===== config.mk =====
export PLATFORM = sky130hd
export DESIGN_NAME = ebcf_top
export DESIGN_NICKNAME = d
export VERILOG_FILES = /design/src/rtl/ebcf_sync.v /design/src/rtl/ebcf_top.v
export VERILOG_INCLUDE_DIRS = /design/src /design/src/rtl
export SDC_FILE = /design/constraint.sdc
export NUM_CORES = 1
export LEC_CHECK = 0
export BUFFER_PORTS_ARGS = -buffer_cell sky130_fd_sc_hd__buf_2
export CAP_MARGIN = 20
export CORE_MARGIN = 2
export CORE_UTILIZATION = 40
export CTS_CLUSTER_SIZE = 20
export DETAILED_ROUTE_END_ITERATION = 10
export GPL_ROUTABILITY_DRIVEN = 0
export PLACE_DENSITY = 0.79
export SYNTH_ARGS = -nofsm -noshare
export SYNTH_HDL_FRONTEND = slang
export SYNTH_SLANG_ARGS = --single-unit

===== constraint.sdc =====
create_clock -name hclk -period 1.9 [get_ports hclk]
set_input_delay 0.095 -clock hclk [delete_from_list [all_inputs] [get_ports hclk]]
set_output_delay 0.095 -clock hclk [all_outputs]
set_load 0.005 [all_outputs]

===== src/rtl/ebcf_regs.vh =====
// Register offsets, reset values and fixed constants of the code fetch bus block
`ifndef EBCF_REGS_VH
`define EBCF_REGS_VH
`define EBCF_IDX_TIMING_LOW   12'h468
`define EBCF_IDX_TIMING_HIGH  12'h469
`define EBCF_IDX_CONFIG       12'h46A
`define EBCF_IDX_CYCLE        12'h46B
`define EBCF_IDX_STATUS       12'h46C
`define EBCF_RST_TIMING_LOW   8'hEF
`define EBCF_RST_TIMING_HIGH  8'hFF
`define EBCF_RST_CONFIG       8'h07
`define EBCF_CFG_WAITEN_BIT   4
`define EBCF_CYC_START_BIT    16
`define EBCF_CYC_CODE_BIT     17
`define EBCF_CYC_WRITE_BIT    18
`define EBCF_ST_BUSY_BIT      0
`define EBCF_ST_SEL_BIT       1
`define EBCF_ST_EXT_BIT       2
`define EBCF_ST_STALL_BIT     3
`define EBCF_INT_LIMIT        16'h7FFF
`define EBCF_ALE_CYCLES       2'd1
`define EBCF_DATA_CYCLES      2'd2
`endif


===== src/rtl/ebcf_sync.v =====
// Two-flop synchroniser for the stall request
`timescale 1ns/1ps
module ebcf_sync
(
    // Clock and reset
    input  wire hclk,
    input  wire hresetn,
    // Level in and out
    input  wire d,
    output wire q
);
    reg s1_q;
    reg s2_q;
    always @(posedge hclk or negedge hresetn)
    begin
        if (!hresetn)
        begin
            s1_q <= 1'b0;
            s2_q <= 1'b0;
        end
        else
        begin
            s1_q <= d;
            s2_q <= s1_q;
        end
    end
    assign q = s2_q;
endmodule // ebcf_sync


===== src/rtl/ebcf_top.v =====
// External bus and code fetch controller with AHB-Lite register port
// How it works
// - Program store strobe goes low during every external code read.
// - Strobe stays high for data accesses, internal fetches and idle.
// - Code source select pin is captured at reset release and held.
// - Captured 0 sends every fetch to external memory.
// - Captured 1 fetches internally up to the limit, externally above.
// - After reset release the shared pin acts as stall request.
// - Stall high during an external cycle stretches it until low.
// - Address latch strobe pulses high only in external address phases.
`timescale 1ns/1ps
`include "ebcf_regs.vh"
module ebcf_top
(
    // AHB-Lite clock and reset
    input  wire        hclk,
    input  wire        hresetn,
    // AHB-Lite slave
    input  wire        hsel,
    input  wire [31:0] haddr,
    input  wire [1:0]  htrans,
    input  wire        hwrite,
    input  wire [2:0]  hsize,
    input  wire [31:0] hwdata,
    input  wire        hready,
    output reg  [31:0] hrdata,
    output wire        hreadyout,
    output wire        hresp,
    // Shared select / stall pin
    input  wire        code_source_select,
    // External bus
    output reg         program_store_strobe_n,
    output reg         address_latch_strobe,
    output reg         read_strobe_n,
    output reg         write_strobe_n,
    output reg  [15:0] ext_addr,
    output reg  [7:0]  ext_dout,
    output reg         ext_doe,
    input  wire [7:0]  ext_din
);
    localparam ST_IDLE  = 2'd0;
    localparam ST_ADDR  = 2'd1;
    localparam ST_DATA  = 2'd2;
    localparam ST_DONE  = 2'd3;

    reg  [7:0]  timing_low_q;
    reg  [7:0]  timing_high_q;
    reg  [7:0]  config_q;
    reg  [15:0] cyc_addr_q;
    reg         cyc_code_q;
    reg         cyc_write_q;
    reg  [7:0]  cyc_wdata_q;
    reg  [7:0]  rd_data_q;
    reg         sel_q;
    reg         sel_taken_q;
    reg  [1:0]  state_q;
    reg  [1:0]  cnt_q;
    reg         dp_act_q;
    reg         dp_wr_q;
    reg  [11:0] dp_idx_q;
    wire        stall_sync;
    wire        stall_en;
    wire        ext_code;
    wire        start;
    wire [11:0] a_idx;

    // Strap capture at the first edge after reset release
    always @(posedge hclk or negedge hresetn)
    begin
        if (!hresetn)
        begin
            sel_q       <= 1'b0;
            sel_taken_q <= 1'b0;
        end
        else if (!sel_taken_q)
        begin
            sel_q       <= code_source_select;
            sel_taken_q <= 1'b1;
        end
    end

    // Stall path, only meaningful once the strap is taken
    ebcf_sync u_sync
    (
        .hclk    (hclk),
        .hresetn (hresetn),
        .d       (code_source_select),
        .q       (stall_sync)
    );
    assign stall_en = sel_taken_q & config_q[`EBCF_CFG_WAITEN_BIT] & stall_sync;

    // Code fetch routing
    assign ext_code = (~sel_q) | (cyc_addr_q > `EBCF_INT_LIMIT);

    // AHB-Lite address and data phase
    assign a_idx     = haddr[13:2];
    assign hreadyout = 1'b1;
    assign hresp     = 1'b0;
    always @(posedge hclk or negedge hresetn)
    begin
        if (!hresetn)
        begin
            dp_act_q <= 1'b0;
            dp_wr_q  <= 1'b0;
            dp_idx_q <= 12'h000;
        end
        else if (hready)
        begin
            dp_act_q <= hsel & htrans[1];
            dp_wr_q  <= hwrite;
            dp_idx_q <= a_idx;
        end
    end

    assign start = dp_act_q & dp_wr_q & (dp_idx_q == `EBCF_IDX_CYCLE) &
                   hwdata[`EBCF_CYC_START_BIT] & (state_q == ST_IDLE) & sel_taken_q;

    always @(posedge hclk or negedge hresetn)
    begin
        if (!hresetn)
        begin
            timing_low_q  <= `EBCF_RST_TIMING_LOW;
            timing_high_q <= `EBCF_RST_TIMING_HIGH;
            config_q      <= `EBCF_RST_CONFIG;
            cyc_addr_q    <= 16'h0000;
            cyc_code_q    <= 1'b0;
            cyc_write_q   <= 1'b0;
            cyc_wdata_q   <= 8'h00;
        end
        else if (dp_act_q && dp_wr_q)
        begin
            if (dp_idx_q == `EBCF_IDX_TIMING_LOW)
                timing_low_q <= hwdata[7:0];
            else if (dp_idx_q == `EBCF_IDX_TIMING_HIGH)
                timing_high_q <= hwdata[7:0];
            else if (dp_idx_q == `EBCF_IDX_CONFIG)
                config_q <= hwdata[7:0];
            else if (start)
            begin
                cyc_addr_q  <= hwdata[15:0];
                cyc_code_q  <= hwdata[`EBCF_CYC_CODE_BIT];
                cyc_write_q <= hwdata[`EBCF_CYC_WRITE_BIT] & ~hwdata[`EBCF_CYC_CODE_BIT];
                cyc_wdata_q <= hwdata[31:24];
            end
        end
    end

    // Read mux, combinational from data phase index
    always @*
    begin
        hrdata = 32'h0000_0000;
        if (dp_act_q && !dp_wr_q)
        begin
            if (dp_idx_q == `EBCF_IDX_TIMING_LOW)
                hrdata = {24'h000000, timing_low_q};
            else if (dp_idx_q == `EBCF_IDX_TIMING_HIGH)
                hrdata = {24'h000000, timing_high_q};
            else if (dp_idx_q == `EBCF_IDX_CONFIG)
                hrdata = {24'h000000, config_q};
            else if (dp_idx_q == `EBCF_IDX_CYCLE)
                hrdata = {rd_data_q, 5'h00, cyc_write_q, cyc_code_q, 1'b0, cyc_addr_q};
            else if (dp_idx_q == `EBCF_IDX_STATUS)
                hrdata = {28'h0000000, stall_sync, ext_code, sel_q, (state_q != ST_IDLE)};
        end
    end

    // External cycle sequencer
    always @(posedge hclk or negedge hresetn)
    begin
        if (!hresetn)
        begin
            state_q                <= ST_IDLE;
            cnt_q                  <= 2'd0;
            program_store_strobe_n <= 1'b1;
            address_latch_strobe   <= 1'b0;
            read_strobe_n          <= 1'b1;
            write_strobe_n         <= 1'b1;
            ext_addr               <= 16'h0000;
            ext_dout               <= 8'h00;
            ext_doe                <= 1'b0;
            rd_data_q              <= 8'h00;
        end
        else
        begin
            case (state_q)
                ST_IDLE:
                begin
                    if (start)
                    begin
                        state_q <= ST_ADDR;
                        cnt_q   <= `EBCF_ALE_CYCLES;
                    end
                end
                ST_ADDR:
                begin
                    if (cyc_code_q && !ext_code)
                    begin
                        // Internal fetch, no bus activity
                        state_q <= ST_DONE;
                    end
                    else if (cnt_q != 2'd0)
                    begin
                        address_latch_strobe <= 1'b1;
                        ext_addr             <= cyc_addr_q;
                        cnt_q                <= cnt_q - 2'd1;
                    end
                    else
                    begin
                        address_latch_strobe   <= 1'b0;
                        program_store_strobe_n <= ~cyc_code_q;
                        read_strobe_n          <= cyc_code_q | cyc_write_q;
                        write_strobe_n         <= ~cyc_write_q;
                        ext_dout               <= cyc_wdata_q;
                        ext_doe                <= cyc_write_q;
                        cnt_q                  <= `EBCF_DATA_CYCLES;
                        state_q                <= ST_DATA;
                    end
                end
                ST_DATA:
                begin
                    if (cnt_q != 2'd0)
                        cnt_q <= cnt_q - 2'd1;
                    else if (!stall_en)
                    begin
                        // Stretched while stall request is high
                        rd_data_q              <= ext_din;
                        program_store_strobe_n <= 1'b1;
                        read_strobe_n          <= 1'b1;
                        write_strobe_n         <= 1'b1;
                        ext_doe                <= 1'b0;
                        state_q                <= ST_DONE;
                    end
                end
                default:
                begin
                    state_q <= ST_IDLE;
                end
            endcase
        end
    end
endmodule // ebcf_top


==> results of run 1 <==
per-stage QoR:
stage	area (um2)	utilization (%)	hold slack [ns]	TNS (ns)	std cells
6_report	7140	59.2	-0.00188	-6.93	763
5_1_grt	7140	59.2	0.00295	-14.06	763
4_1_cts	7050	58.4	0.00250	-6.44	757
3_5_place_dp	5890	48.8	0.121	-2.25	685
3_3_place_gp	5890	48.8	0.107	-1.19	685
2_1_floorplan	4990	-	-0.201	0	404
cells in the final DEF (no fill, tap or decap), types with 5 or more instances in the layout:
cell type,count
sky130_fd_sc_hd__mux2_2,44
sky130_fd_sc_hd__clkbuf_16,10
sky130_fd_sc_hd__dfstp_2,21
sky130_fd_sc_hd__mux2_4,44
sky130_fd_sc_hd__a21oi_1,12
sky130_fd_sc_hd__buf_6,13
sky130_fd_sc_hd__ha_1,6
sky130_fd_sc_hd__and2_1,20
sky130_fd_sc_hd__nand4_1,5
sky130_fd_sc_hd__mux2i_1,5
sky130_fd_sc_hd__buf_4,28
sky130_fd_sc_hd__nand2_1,34
sky130_fd_sc_hd__o21ai_0,9
sky130_fd_sc_hd__dfrtp_1,87
sky130_fd_sc_hd__conb_1,9
sky130_fd_sc_hd__nor2_1,14
sky130_fd_sc_hd__buf_12,7
sky130_fd_sc_hd__buf_2,107
sky130_fd_sc_hd__nand2b_1,5
sky130_fd_sc_hd__dlygate4sd3_1,41
sky130_fd_sc_hd__inv_1,11
power breakdown:
part	switching (mW)	internal [mW]
sequential	0.138	2.55
clock	0.819	1.00
combinational	0.750	0.802
total	1.71	4.35
kinds of logic (layout without fill, tap and decap cells):
family	Yosys count	after routing	synth area share [%]
and+or+nand+nor	110	110	12.6
DFF	109	109	55.5
muxes	93	93	21.0
AOI/OAI and AO/OA	42	42	5.65
buffers and inverters	34	225	3.40
adders and majority gates	7	7	1.76
other	2	9	0.151
sequential cells by signal, indices dropped and copies added (netlist names), 2 cells and up:
| signal | flops |
|---|---|
| rd_data_q | 8 |
| ext_addr | 16 |
| cnt_q | 2 |
| cyc_addr_q | 16 |
| timing_high_q | 8 |
| config_q | 8 |
| ext_dout | 8 |
| dp_idx_q | 12 |
| state_q | 2 |
| timing_low_q | 8 |
| cyc_wdata_q | 8 |
worst max-delay path, cell delays in order, from the launching register on:
cell	delay, ns
sky130_fd_sc_hd__dfrtp_1	0.41
sky130_fd_sc_hd__nor4b_4	0.33
sky130_fd_sc_hd__buf_4	0.19
sky130_fd_sc_hd__nand3b_1	0.13
sky130_fd_sc_hd__nor3_2	0.21
sky130_fd_sc_hd__buf_4	0.17
sky130_fd_sc_hd__o211a_1	0.14
sky130_fd_sc_hd__buf_2	0.11
final timing paths:
path / end / slack (ns) / cells past startpoint
setup / recovery: hrdata[7] / -0.22 / 7
hold reg to reg: u_sync.q / 0.36 / 0
hold / removal: dp_act_q / -0.002 / 3
max in group asynchronous: timing_high_q[6] / 0.94 / 3
setup reg to reg: state_q[0] / -0.17 / 7
min in group asynchronous: dp_idx_q[5] / 0.27 / 2
timing repair:
item                                   4_1_cts  5_1_grt
gates cloned                                 3        0
setup endpoints to repair                   67       83
hold buffers                                41        0
resized for setup                           72       16
endpoints found under the hold margin       71        0
pin swaps                                   10        9
buffers inserted                            12        8
routing by layer:
metal | wire length, um | GRT usage (%)
met5 | 0 | 0
met2 | 6580 | 33.8
met4 | 238 | 5.94
met3 | 747 | 5.17
met1 | 5390 | 25.2
area by class of cell:
cell class	count	area [um2]	area share (%)
flip-flops and latches	109	2760	38.6
well taps	168	210	2.95
repair buffers	198	1500	21.0
clock buffers	13	272	3.80
clock inverters	3	20.0	0.281
multi-input cells	261	2340	32.8
inverters	11	41.3	0.579
==> impl_summary.txt, run 1 <==
----------------------------------------------------
[Worst setup path]
  Worst setup path class ... flip-flop to primary output
  Critical Path Start ... dp_idx_q[11]
  Data required time at the worst endpoint ... 1.80 ns
  Source of the worst register-to-register timing path ... dp_idx_q[7]
  Category of the worst setup path capture point ... primary output
  Critical Path Source Type ... flip-flop
  Worst path arrival time ... 2.03 ns
  Critical path fanouts, max ... 4

[Place]
  Hpwl dp ... 8200 um
  Worst slack at placement ... -0.0850 ns
  Number of buffers added on ports ... 108

[Run]
  Number of max-cap violations ... 0

[Synthesis]
  #FFs+latches synth ... 109
  Average cell area after synthesis ... 12.5 um2
  Top cell type's share of synthesized area ... 44.4%
  Main area contributors after synthesis ... sky130_fd_sc_hd__dfrtp_1, sky130_fd_sc_hd__mux2_2, sky130_fd_sc_hd__dfstp_2, sky130_fd_sc_hd__nand2_1, sky130_fd_sc_hd__and2_1
  Most area-hungry cell type in the Yosys netlist ... sky130_fd_sc_hd__dfrtp_1
  List of most frequent post-synthesis cells ... sky130_fd_sc_hd__dfrtp_1, sky130_fd_sc_hd__mux2_2, sky130_fd_sc_hd__nand2_1
  Syn Inst Count ... 397
  Count of flip-flops with a built-in enable after synthesis ... 0
  Share of async-settable or async-resettable flops after synthesis ... 100%
  Library cells used by synthesis ... 48
  Most used standard cell by instance count after synthesis ... sky130_fd_sc_hd__dfrtp_1
  Total of warnings raised by yosys ... 0
  Netlist area before placement ... 0.00496 mm2
  Top flip-flop cell by instance count after synthesis ... sky130_fd_sc_hd__dfrtp_1
  Sequential area share after synthesis ... 55.5%

[Floorplan]
  Area of the core ... 0.0121 mm2
  Die W ... 115 um
  Initial cell density of the core ... 41.2%
  Total I/O pin count ... 146
  Number of placement rows ... 40
  Total die area ... 0.0133 mm2
  Die Y-Extent ... 115 um

[Detailed routing]
  Post-route antenna net violation count ... 0
  Number of DRC markers in iteration 0 ... 183
  Avg WL per Cell ... 17.0 um
  Overall via count from detail_route ... 3776
  Via density per instance ... 4.95
  Final Routed Wirelength ... 13000 um
  First-pass DRT Iterations ... 4
  Drt drc ... 0

[Clock network]
  Number of buffers added by the clock tree synthesis step ... 9
  Clock tree sinks ... 109
  H-Tree Depth ... 3
  Number of buffers on the longest clock path ... 2
  Clock slew at the register clock pins of the worst setup and hold paths ... 0.06 ns
  TritonCTS clock tree ... done
  Clock latency at the later pin of the worst-skew pair ... 0.35 ns
  Cell chosen for the clock root ... sky130_fd_sc_hd__clkbuf_16

[Final layout]
  Layout filler cell count ... 962
  Fraction of layout instances using a drive strength above 1 ... 51.1%
  Count of antenna diodes in the layout ... 0
  Net count of the finished layout ... 680
  Synth-to-Final Area Change ... 43.8%

[STA]
  Worst setup margin ... -0.221 ns
  Slew headroom ... 63.4%
  Maximum clock rate ... 0.471 GHz
  Final number of hold-violating endpoints ... 1
  Final cycle utilization of the critical path ... 112%
  Final setup viols ... 71
  Clock Skew ... 0.0100 ns
  Final-report max-slew violation count ... 0
  Worst-case hold slack ... -0.00188 ns
  Final critical delay including setup and external delays ... 2.12 ns
  Actual slew at the worst max-slew pin ... 0.549 ns
  RSZ-0062 raised after global routing ... yes

[Pwr]
  PnR Total Power ... 6.06 mW
  VDD IR max ... 0.621 mV
  Areal power density over the cells ... 849 mW/mm2
  Leakage power ... 3.53 nW

[Global routing]
  Number of antenna violations at the first check in global routing ... 0
  Via count of the first global-routing pass ... 3958
  Largest net degree at the start of global routing ... 40
  Final global-route overflow total ... 0
  Global-route total usage across every layer ... 20.0%
  First-pass GRT wire length ... 20400 um

[Outcome]
  Status ... finished, violations left
  Violations in the final reports ... negative hold slack, negative setup slack

[Min path]
  Worst hold path class ... primary input to flip-flop
  Beginning of the worst hold path ... hsel

----------------------------------------------------
Note: power is estimated with default switching activity, not from simulation.
==> inputs of run 2 (changes only) <==
--- a/config.mk
+++ b/config.mk
@@ -8,12 +8,16 @@
 export LEC_CHECK = 0
 export BUFFER_PORTS_ARGS = -buffer_cell sky130_fd_sc_hd__buf_2
 export CAP_MARGIN = 20
+export CELL_PAD_IN_SITES_DETAIL_PLACEMENT = 1
+export CELL_PAD_IN_SITES_GLOBAL_PLACEMENT = 1
 export CORE_MARGIN = 2
-export CORE_UTILIZATION = 40
+export CORE_UTILIZATION = 37
 export CTS_CLUSTER_SIZE = 20
 export DETAILED_ROUTE_END_ITERATION = 10
 export GPL_ROUTABILITY_DRIVEN = 0
-export PLACE_DENSITY = 0.79
+export HOLD_SLACK_MARGIN = 0.1
+export PLACE_DENSITY = 0.89
+export SKIP_CTS_REPAIR_TIMING = 1
 export SYNTH_ARGS = -nofsm -noshare
 export SYNTH_HDL_FRONTEND = slang
 export SYNTH_SLANG_ARGS = --single-unit
==> impl_summary.txt, run 2 (same netlist as run 1, synthesis figures left out) <==
----------------------------------------------------
[STA]
  Worst-case hold slack ... 0.183 ns (was -0.00188 ns)
  Final number of hold-violating endpoints ... 0 (was 1)
  Maximum clock rate ... 0.437 GHz (was 0.471 GHz)
  Final cycle utilization of the critical path ... 120% (was 112%)
  Actual slew at the worst max-slew pin ... 0.508 ns (was 0.549 ns)
  Worst setup margin ... -0.388 ns (was -0.221 ns)
  Final setup viols ... 70 (was 71)
  Final critical delay including setup and external delays ... 2.29 ns (was 2.12 ns)
  Final-report max-slew violation count ... 0 (unchanged)
  Final sum of negative setup slack ... -11.33 ns (was -6.93 ns)
  RSZ-0062 raised after global routing ... yes (unchanged)
  Slew headroom ... 66.1% (was 63.4%)
  Clock Skew ... 0.0106 ns (was 0.0100 ns)

[Pwr]
  VDD IR max ... 0.437 mV (was 0.621 mV)
  Areal power density over the cells ... 856 mW/mm2 (was 849 mW/mm2)
  Leakage power ... 3.51 nW (was 3.53 nW)
  PnR Total Power ... 6.07 mW (was 6.06 mW)

[Detailed routing]
  Via density per instance ... 4.97 (was 4.95)
  Number of DRC markers in iteration 0 ... 159 (was 183)
  Drt drc ... 0 (unchanged)
  Post-route antenna net violation count ... 0 (unchanged)
  Overall via count from detail_route ... 3838 (was 3776)
  Final Routed Wirelength ... 15100 um (was 13000 um)
  Avg WL per Cell ... 19.5 um (was 17.0 um)
  First-pass DRT Iterations ... 4 (unchanged)

[Worst setup path]
  Worst setup path class ... flip-flop to primary output (unchanged)
  Chain of cells forming the critical path ... nor4bb_1 > buf_4 > nand3b_1 > nor3_2 > buf_4 > o211a_1 > buf_2 (was nor4b_4 > buf_4 > nand3b_1 > nor3_2 > buf_4 > o211a_1 > buf_2)
  Critical path endpoint ... hrdata[7] (unchanged)
  Endpoint of the worst-slack reg-to-reg timing path ... config_q[4] (was state_q[0])
  Category of the worst setup path capture point ... primary output (unchanged)
  Source of the worst register-to-register timing path ... dp_idx_q[11] (was dp_idx_q[7])
  Standard cell with the maximum stage delay on the critical path ... sky130_fd_sc_hd__dfrtp_1 (unchanged)
  Number of cells on the critical path ... 7 (unchanged)
  Delay contributed by the slowest stage of the critical path ... 0.40 ns (was 0.41 ns)
  Data required time at the worst endpoint ... 1.80 ns (about the same)
  Category of cells accounting for the largest share of critical-path delay ... simple AND/OR/NAND/NOR gates (unchanged)
  Depth of the most critical reg-to-reg path ... 7 (unchanged)
  Library cell appearing most often on the critical path ... sky130_fd_sc_hd__buf_4 (unchanged)
  Critical Path Start ... dp_idx_q[4] (was dp_idx_q[11])
  Worst path arrival time ... 2.19 ns (was 2.03 ns)
  Critical Path Source Type ... flip-flop (unchanged)
  Buf+Inv Stages, Crit Path ... 3 (unchanged)
  Critical path fanouts, max ... 6 (was 4)
  Worst reg2reg setup slack ... -0.17 ns (about the same)

[Final layout]
  Synth-to-Final Area Change ... 42.9% (was 43.8%)
  Net count of the finished layout ... 681 (was 680)
  Layout filler cell count ... 1397 (was 962)
  Fraction of layout instances using a drive strength above 1 ... 48.7% (was 51.1%)
  Cell area after layout ... 0.00709 mm2 (was 0.00714 mm2)
  Leading registers by flop count ... cyc_addr_q x16, ext_addr x16, dp_idx_q x12 (unchanged)
  Highest-count cells in the layout ignoring fill and taps ... sky130_fd_sc_hd__buf_2, sky130_fd_sc_hd__dfrtp_1, sky130_fd_sc_hd__dlygate4sd3_1, sky130_fd_sc_hd__mux2_2, sky130_fd_sc_hd__mux2_4 (was sky130_fd_sc_hd__buf_2, sky130_fd_sc_hd__dfrtp_1, sky130_fd_sc_hd__mux2_4, sky130_fd_sc_hd__mux2_2, sky130_fd_sc_hd__dlygate4sd3_1)
  Most common library cell in the layout ignoring fill and taps ... sky130_fd_sc_hd__buf_2 (unchanged)
  Final core utilization ... 53.8% (was 59.2%)
  Count of antenna diodes in the layout ... 0 (unchanged)
  Non-filler instance count after layout ... 772 (was 763)

[Floorplan]
  Die Y-Extent ... 120 um (was 115 um)
  Initial cell density of the core ... 37.6% (was 41.2%)
  Number of placement rows ... 42 (was 40)
  Area of the core ... 0.0132 mm2 (was 0.0121 mm2)
  Total I/O pin count ... 146 (unchanged)
  Die W ... 120 um (was 115 um)
  Total die area ... 0.0144 mm2 (was 0.0133 mm2)

[Clock network]
  Clock latency at the later pin of the worst-skew pair ... 0.35 ns (about the same)
  H-Tree Depth ... 3 (unchanged)
  Cell chosen for the clock root ... sky130_fd_sc_hd__clkbuf_16 (unchanged)
  Clock tree sinks ... 109 (unchanged)
  Clock slew at the register clock pins of the worst setup and hold paths ... 0.07 ns (was 0.06 ns)
  Number of buffers added by the clock tree synthesis step ... 9 (unchanged)
  Number of buffers on the longest clock path ... 2 (unchanged)
  TritonCTS clock tree ... done (unchanged)

[Outcome]
  Status ... finished, violations left (unchanged)
  Violations in the final reports ... negative setup slack (was negative hold slack, negative setup slack)

[Global routing]
  Global-route total usage across every layer ... 17.9% (was 20.0%)
  Number of antenna violations at the first check in global routing ... 0 (unchanged)
  Largest net degree at the start of global routing ... 43 (was 40)
  Final global-route overflow total ... 0 (unchanged)
  First-pass GRT wire length ... 20000 um (was 20400 um)
  Via count of the first global-routing pass ... 3868 (was 3958)

[Min path]
  Worst hold path class ... primary input to flip-flop (unchanged)
  Beginning of the worst hold path ... hready (was hsel)

[Place]
  Worst slack at placement ... -0.120 ns (was -0.0850 ns)
  Placed Cells incl. Taps ... 691 (was 685)
  Hpwl dp ... 9170 um (was 8200 um)
  Number of buffers added on ports ... 108 (unchanged)
  Placed Area ... 0.00587 mm2 (was 0.00589 mm2)

[Run]
  Number of max-cap violations ... 0 (unchanged)

----------------------------------------------------
## run 2: cell count changes in the layout (fill, tap and decap cells not counted), sizes merged
cell         previous run  this run
buf                   157       146
bufinv                  0         1
clkinv                  1         4
clkinvlp                2         0
dlygate4sd3            41        51
## run 2: routing by layer
metal	vias to the layer above	global-route usage (%)	share of wire, %
met5	-	0	0
met4	0	5.74	2.1
met3	21	2.99	2.7
met2	89	31.6	52
met1	1973	22.2	43
li1	1755	-	-
## run 2: worst register-to-register path, stage by stage, from the launching register on
cell and delay, ns:
sky130_fd_sc_hd__dfrtp_1 0.41, sky130_fd_sc_hd__nor4b_4 0.35, sky130_fd_sc_hd__buf_4 0.18, sky130_fd_sc_hd__buf_6 0.09, sky130_fd_sc_hd__nand4_4 0.15, sky130_fd_sc_hd__nor3b_4 0.29, sky130_fd_sc_hd__buf_6 0.17, sky130_fd_sc_hd__mux2_4 0.30
## run 2: worst min-delay path by stage
stage,end,cells past startpoint,slack (ns)
2_1_floorplan,address_latch_strobe,0,-0.20
3_5_place_dp,cyc_addr_q[3],1,0.1
3_3_place_gp,ext_addr[5],1,0.09
5_1_grt,dp_idx_q[3],3,0.25
4_1_cts,cyc_addr_q[3],1,-0.28
6_report,dp_act_q,2,0.18
## run 2: final cells by class
type | instances | area (um2) | area share [%]
flip-flops and latches | 109 | 2760 | 38.9
well taps | 176 | 220 | 3.10
inverters | 11 | 41.3 | 0.582
repair buffers | 199 | 1500 | 21.2
clock inverters | 5 | 50.0 | 0.705
clock buffers | 11 | 243 | 3.42
multi-input cells | 261 | 2280 | 32.2
## run 2: where the power goes
group / internal (mW) / switching [mW] / total [mW]
combinational: 0.748 / 0.738 / 1.49
clock: 1.05 / 0.851 / 1.90
sequential: 2.55 / 0.139 / 2.69
==> inputs of run 3 (changes only) <==
--- a/config.mk
+++ b/config.mk
@@ -6,18 +6,19 @@
 export SDC_FILE = /design/constraint.sdc
 export NUM_CORES = 1
 export LEC_CHECK = 0
-export BUFFER_PORTS_ARGS = -buffer_cell sky130_fd_sc_hd__buf_2
 export CAP_MARGIN = 20
 export CELL_PAD_IN_SITES_DETAIL_PLACEMENT = 1
 export CELL_PAD_IN_SITES_GLOBAL_PLACEMENT = 1
 export CORE_MARGIN = 2
-export CORE_UTILIZATION = 37
+export CORE_UTILIZATION = 40
 export CTS_CLUSTER_SIZE = 20
 export DETAILED_ROUTE_END_ITERATION = 10
+export DONT_BUFFER_PORTS = 1
 export GPL_ROUTABILITY_DRIVEN = 0
 export HOLD_SLACK_MARGIN = 0.1
-export PLACE_DENSITY = 0.89
+export PLACE_DENSITY = 0.81
 export SKIP_CTS_REPAIR_TIMING = 1
+export SKIP_LAST_GASP = 1
 export SYNTH_ARGS = -nofsm -noshare
 export SYNTH_HDL_FRONTEND = slang
 export SYNTH_SLANG_ARGS = --single-unit
==> impl_summary.txt, run 3 (same netlist as run 1, synthesis figures left out) <==
----------------------------------------------------
[Place]
  Hpwl dp ... 8220 um (was 9170 um)
  Number of buffers added on ports ... 0 (was 108)
  Placed Area ... 0.00529 mm2 (was 0.00587 mm2)

[Worst setup path]
  Category of cells accounting for the largest share of critical-path delay ... simple AND/OR/NAND/NOR gates (unchanged)
  Delay contributed by the slowest stage of the critical path ... 0.41 ns (was 0.40 ns)
  Worst setup path class ... flip-flop to primary output (unchanged)
  Chain of cells forming the critical path ... nor4b_4 > buf_4 > nand4_1 > nor2_1 > buf_6 > and2_1 (was nor4bb_1 > buf_4 > nand3b_1 > nor3_2 > buf_4 > o211a_1 > buf_2)
  Worst path arrival time ... 2.04 ns (was 2.19 ns)
  Source of the worst register-to-register timing path ... dp_idx_q[4] (was dp_idx_q[11])
  Critical Path Source Type ... flip-flop (unchanged)
  Category of the worst setup path capture point ... primary output (unchanged)
  Buf+Inv Stages, Crit Path ... 2 (was 3)
  Data required time at the worst endpoint ... 1.80 ns (about the same)
  Standard cell with the maximum stage delay on the critical path ... sky130_fd_sc_hd__dfrtp_1 (unchanged)
  Critical path fanouts, max ... 18 (was 6)
  Critical Path Start ... dp_idx_q[11] (was dp_idx_q[4])

[STA]
  Final-report max-slew violation count ... 0 (unchanged)
  Clock Skew ... 0.00666 ns (was 0.0106 ns)
  RSZ-0062 raised after global routing ... yes (unchanged)
  Slew headroom ... 55.7% (was 66.1%)
  Worst-case hold slack ... -0.567 ns (was 0.183 ns)
  Final number of hold-violating endpoints ... 109 (was 0)
  Final cycle utilization of the critical path ... 112% (was 120%)
  Final critical delay including setup and external delays ... 2.13 ns (was 2.29 ns)
  Final setup viols ... 66 (was 70)
  Worst setup margin ... -0.233 ns (was -0.388 ns)
  Actual slew at the worst max-slew pin ... 0.662 ns (was 0.508 ns)
  Maximum clock rate ... 0.469 GHz (was 0.437 GHz)

[Pwr]
  Net switching component of the power ... 1.68 mW (was 1.73 mW)
  VDD IR max ... 0.394 mV (was 0.437 mV)
  Areal power density over the cells ... 938 mW/mm2 (was 856 mW/mm2)
  Leakage power ... 2.93 nW (was 3.51 nW)
  PnR Total Power ... 5.95 mW (was 6.07 mW)
  Relative contribution of combinational cells to total power ... 23.1% (was 24.5%)
  Share of total power consumed by net switching ... 28.2% (was 28.4%)
  Internal cell power ... 4.27 mW (was 4.35 mW)
  Sequential share of power ... 45.5% (was 44.2%)
  Fraction of power consumed by the clock network ... 31.3% (about the same)

[Detailed routing]
  Overall via count from detail_route ... 3379 (was 3838)
  Post-route antenna net violation count ... 0 (unchanged)
  Avg WL per Cell ... 19.6 um (was 19.5 um)
  Via density per instance ... 5.21 (was 4.97)
  Drt drc ... 0 (unchanged)
  First-pass DRT Iterations ... 4 (unchanged)
  Number of DRC markers in iteration 0 ... 120 (was 159)
  Final Routed Wirelength ... 12700 um (was 15100 um)

[Global routing]
  Global-route total usage across every layer ... 18.0% (was 17.9%)
  Via count of the first global-routing pass ... 3439 (was 3868)
  Number of antenna violations at the first check in global routing ... 0 (unchanged)
  Final global-route overflow total ... 0 (unchanged)
  Largest net degree at the start of global routing ... 110 (was 43)
  First-pass GRT wire length ... 18100 um (was 20000 um)

[Final layout]
  Leading registers by flop count ... cyc_addr_q x16, ext_addr x16, dp_idx_q x12 (unchanged)
  Most common library cell in the layout ignoring fill and taps ... sky130_fd_sc_hd__dfrtp_1 (was sky130_fd_sc_hd__buf_2)
  Highest-count cells in the layout ignoring fill and taps ... sky130_fd_sc_hd__dfrtp_1, sky130_fd_sc_hd__mux2_2, sky130_fd_sc_hd__dlygate4sd3_1, sky130_fd_sc_hd__nand2_1, sky130_fd_sc_hd__buf_4 (was sky130_fd_sc_hd__buf_2, sky130_fd_sc_hd__dfrtp_1, sky130_fd_sc_hd__dlygate4sd3_1, sky130_fd_sc_hd__mux2_2, sky130_fd_sc_hd__mux2_4)
  Synth-to-Final Area Change ... 27.8% (was 42.9%)
  Final core utilization ... 52.6% (was 53.8%)
  Net count of the finished layout ... 566 (was 681)
  Count of antenna diodes in the layout ... 0 (unchanged)
  Cell area after layout ... 0.00634 mm2 (was 0.00709 mm2)
  Fraction of layout instances using a drive strength above 1 ... 36.6% (was 48.7%)

[Clock network]
  Clock tree sinks ... 109 (unchanged)
  H-Tree Depth ... 3 (unchanged)
  Number of buffers on the longest clock path ... 2 (unchanged)
  Cell chosen for the clock root ... sky130_fd_sc_hd__clkbuf_16 (unchanged)
  Clock latency at the later pin of the worst-skew pair ... 0.35 ns (about the same)
  Number of buffers added by the clock tree synthesis step ... 9 (unchanged)
  Clock slew at the register clock pins of the worst setup and hold paths ... 0.07 ns (about the same)
  TritonCTS clock tree ... done (unchanged)

[Floorplan]
  Number of placement rows ... 40 (was 42)
  Initial cell density of the core ... 41.2% (was 37.6%)
  Area of the core ... 0.0121 mm2 (was 0.0132 mm2)
  Total die area ... 0.0133 mm2 (was 0.0144 mm2)
  Die W ... 115 um (was 120 um)
  Total I/O pin count ... 146 (unchanged)
  Die Y-Extent ... 115 um (was 120 um)

[Outcome]
  Status ... finished, violations left (unchanged)
  Violations in the final reports ... negative hold slack, negative setup slack (was negative setup slack)

[Min path]
  Worst hold path class ... primary input to async pin (was primary input to flip-flop)

[Run]
  Number of max-cap violations ... 0 (unchanged)

----------------------------------------------------
run 3: cell count changes in the layout (fill, tap and decap cells not counted), sizes merged:
cell         change
inv              +1
clkinv           -1
dlygate4sd3      -1
bufinv           -1
buf            -113
run 3: final cells by class:
cell class / count / area [um2]
Timing Repair Buffer: 84 / 841
Clock inverter: 4 / 27.5
Multi-Input combinational cell: 261 / 2200
Inverter: 11 / 41.3
Fill cell: 1213 / 5720
Sequential cell: 109 / 2760
Tap cell: 168 / 210
Clock buffer: 12 / 268
run 3: worst paths after layout:
path,depth (start not counted),slack (ns),endpoint
min in group hclk,3,0.22,cyc_write_q
setup / recovery,6,-0.23,hrdata[25]
hold / removal,0,-0.57,ext_addr[5]
hold reg to reg,0,0.35,u_sync.q
max in group asynchronous,0,2.27,write_strobe_n
setup reg to reg,6,-0.10,cyc_wdata_q[1]
run 3: stage by stage:
stage / setup WS [ns] / TNS [ns] / instances
floorplan: 0.0504 / 0 / 404
finish: -0.233 / -7.91 / 649
detailed placement: -0.0810 / -2.16 / 573
global route: -0.347 / -13.71 / 649
CTS: -0.257 / -10.05 / 589
global placement: -0.0416 / -0.896 / 573
run 3: per-layer routing:
metal / routed length, um / vias up / GRT usage (%)
li1: - / 1526 / -
met1: 5210 / 1731 / 21.4
met2: 6450 / 94 / 30.1
met3: 632 / 28 / 4.96
met4: 442 / 0 / 9.00
met5: 0 / - / 0
run 3: worst reg2reg max path: stages (launching register included):
cell and delay [ns]:
sky130_fd_sc_hd__dfrtp_1 0.39, sky130_fd_sc_hd__nor4bb_2 0.34, sky130_fd_sc_hd__buf_4 0.22, sky130_fd_sc_hd__nand4_1 0.18, sky130_fd_sc_hd__nor2_4 0.17, sky130_fd_sc_hd__buf_12 0.21
sky130_fd_sc_hd__mux2_2 0.37
run 3: power by group through the flow:
stage	registers, mW	clock network (mW)	logic, mW
after floorplan	2.68	0	0.823
after global placement	2.72	0	1.11
after detailed placement	2.74	0	1.18
after CTS	2.70	1.91	1.19
after global routing	2.74	2.00	1.50
final	2.71	1.86	1.38
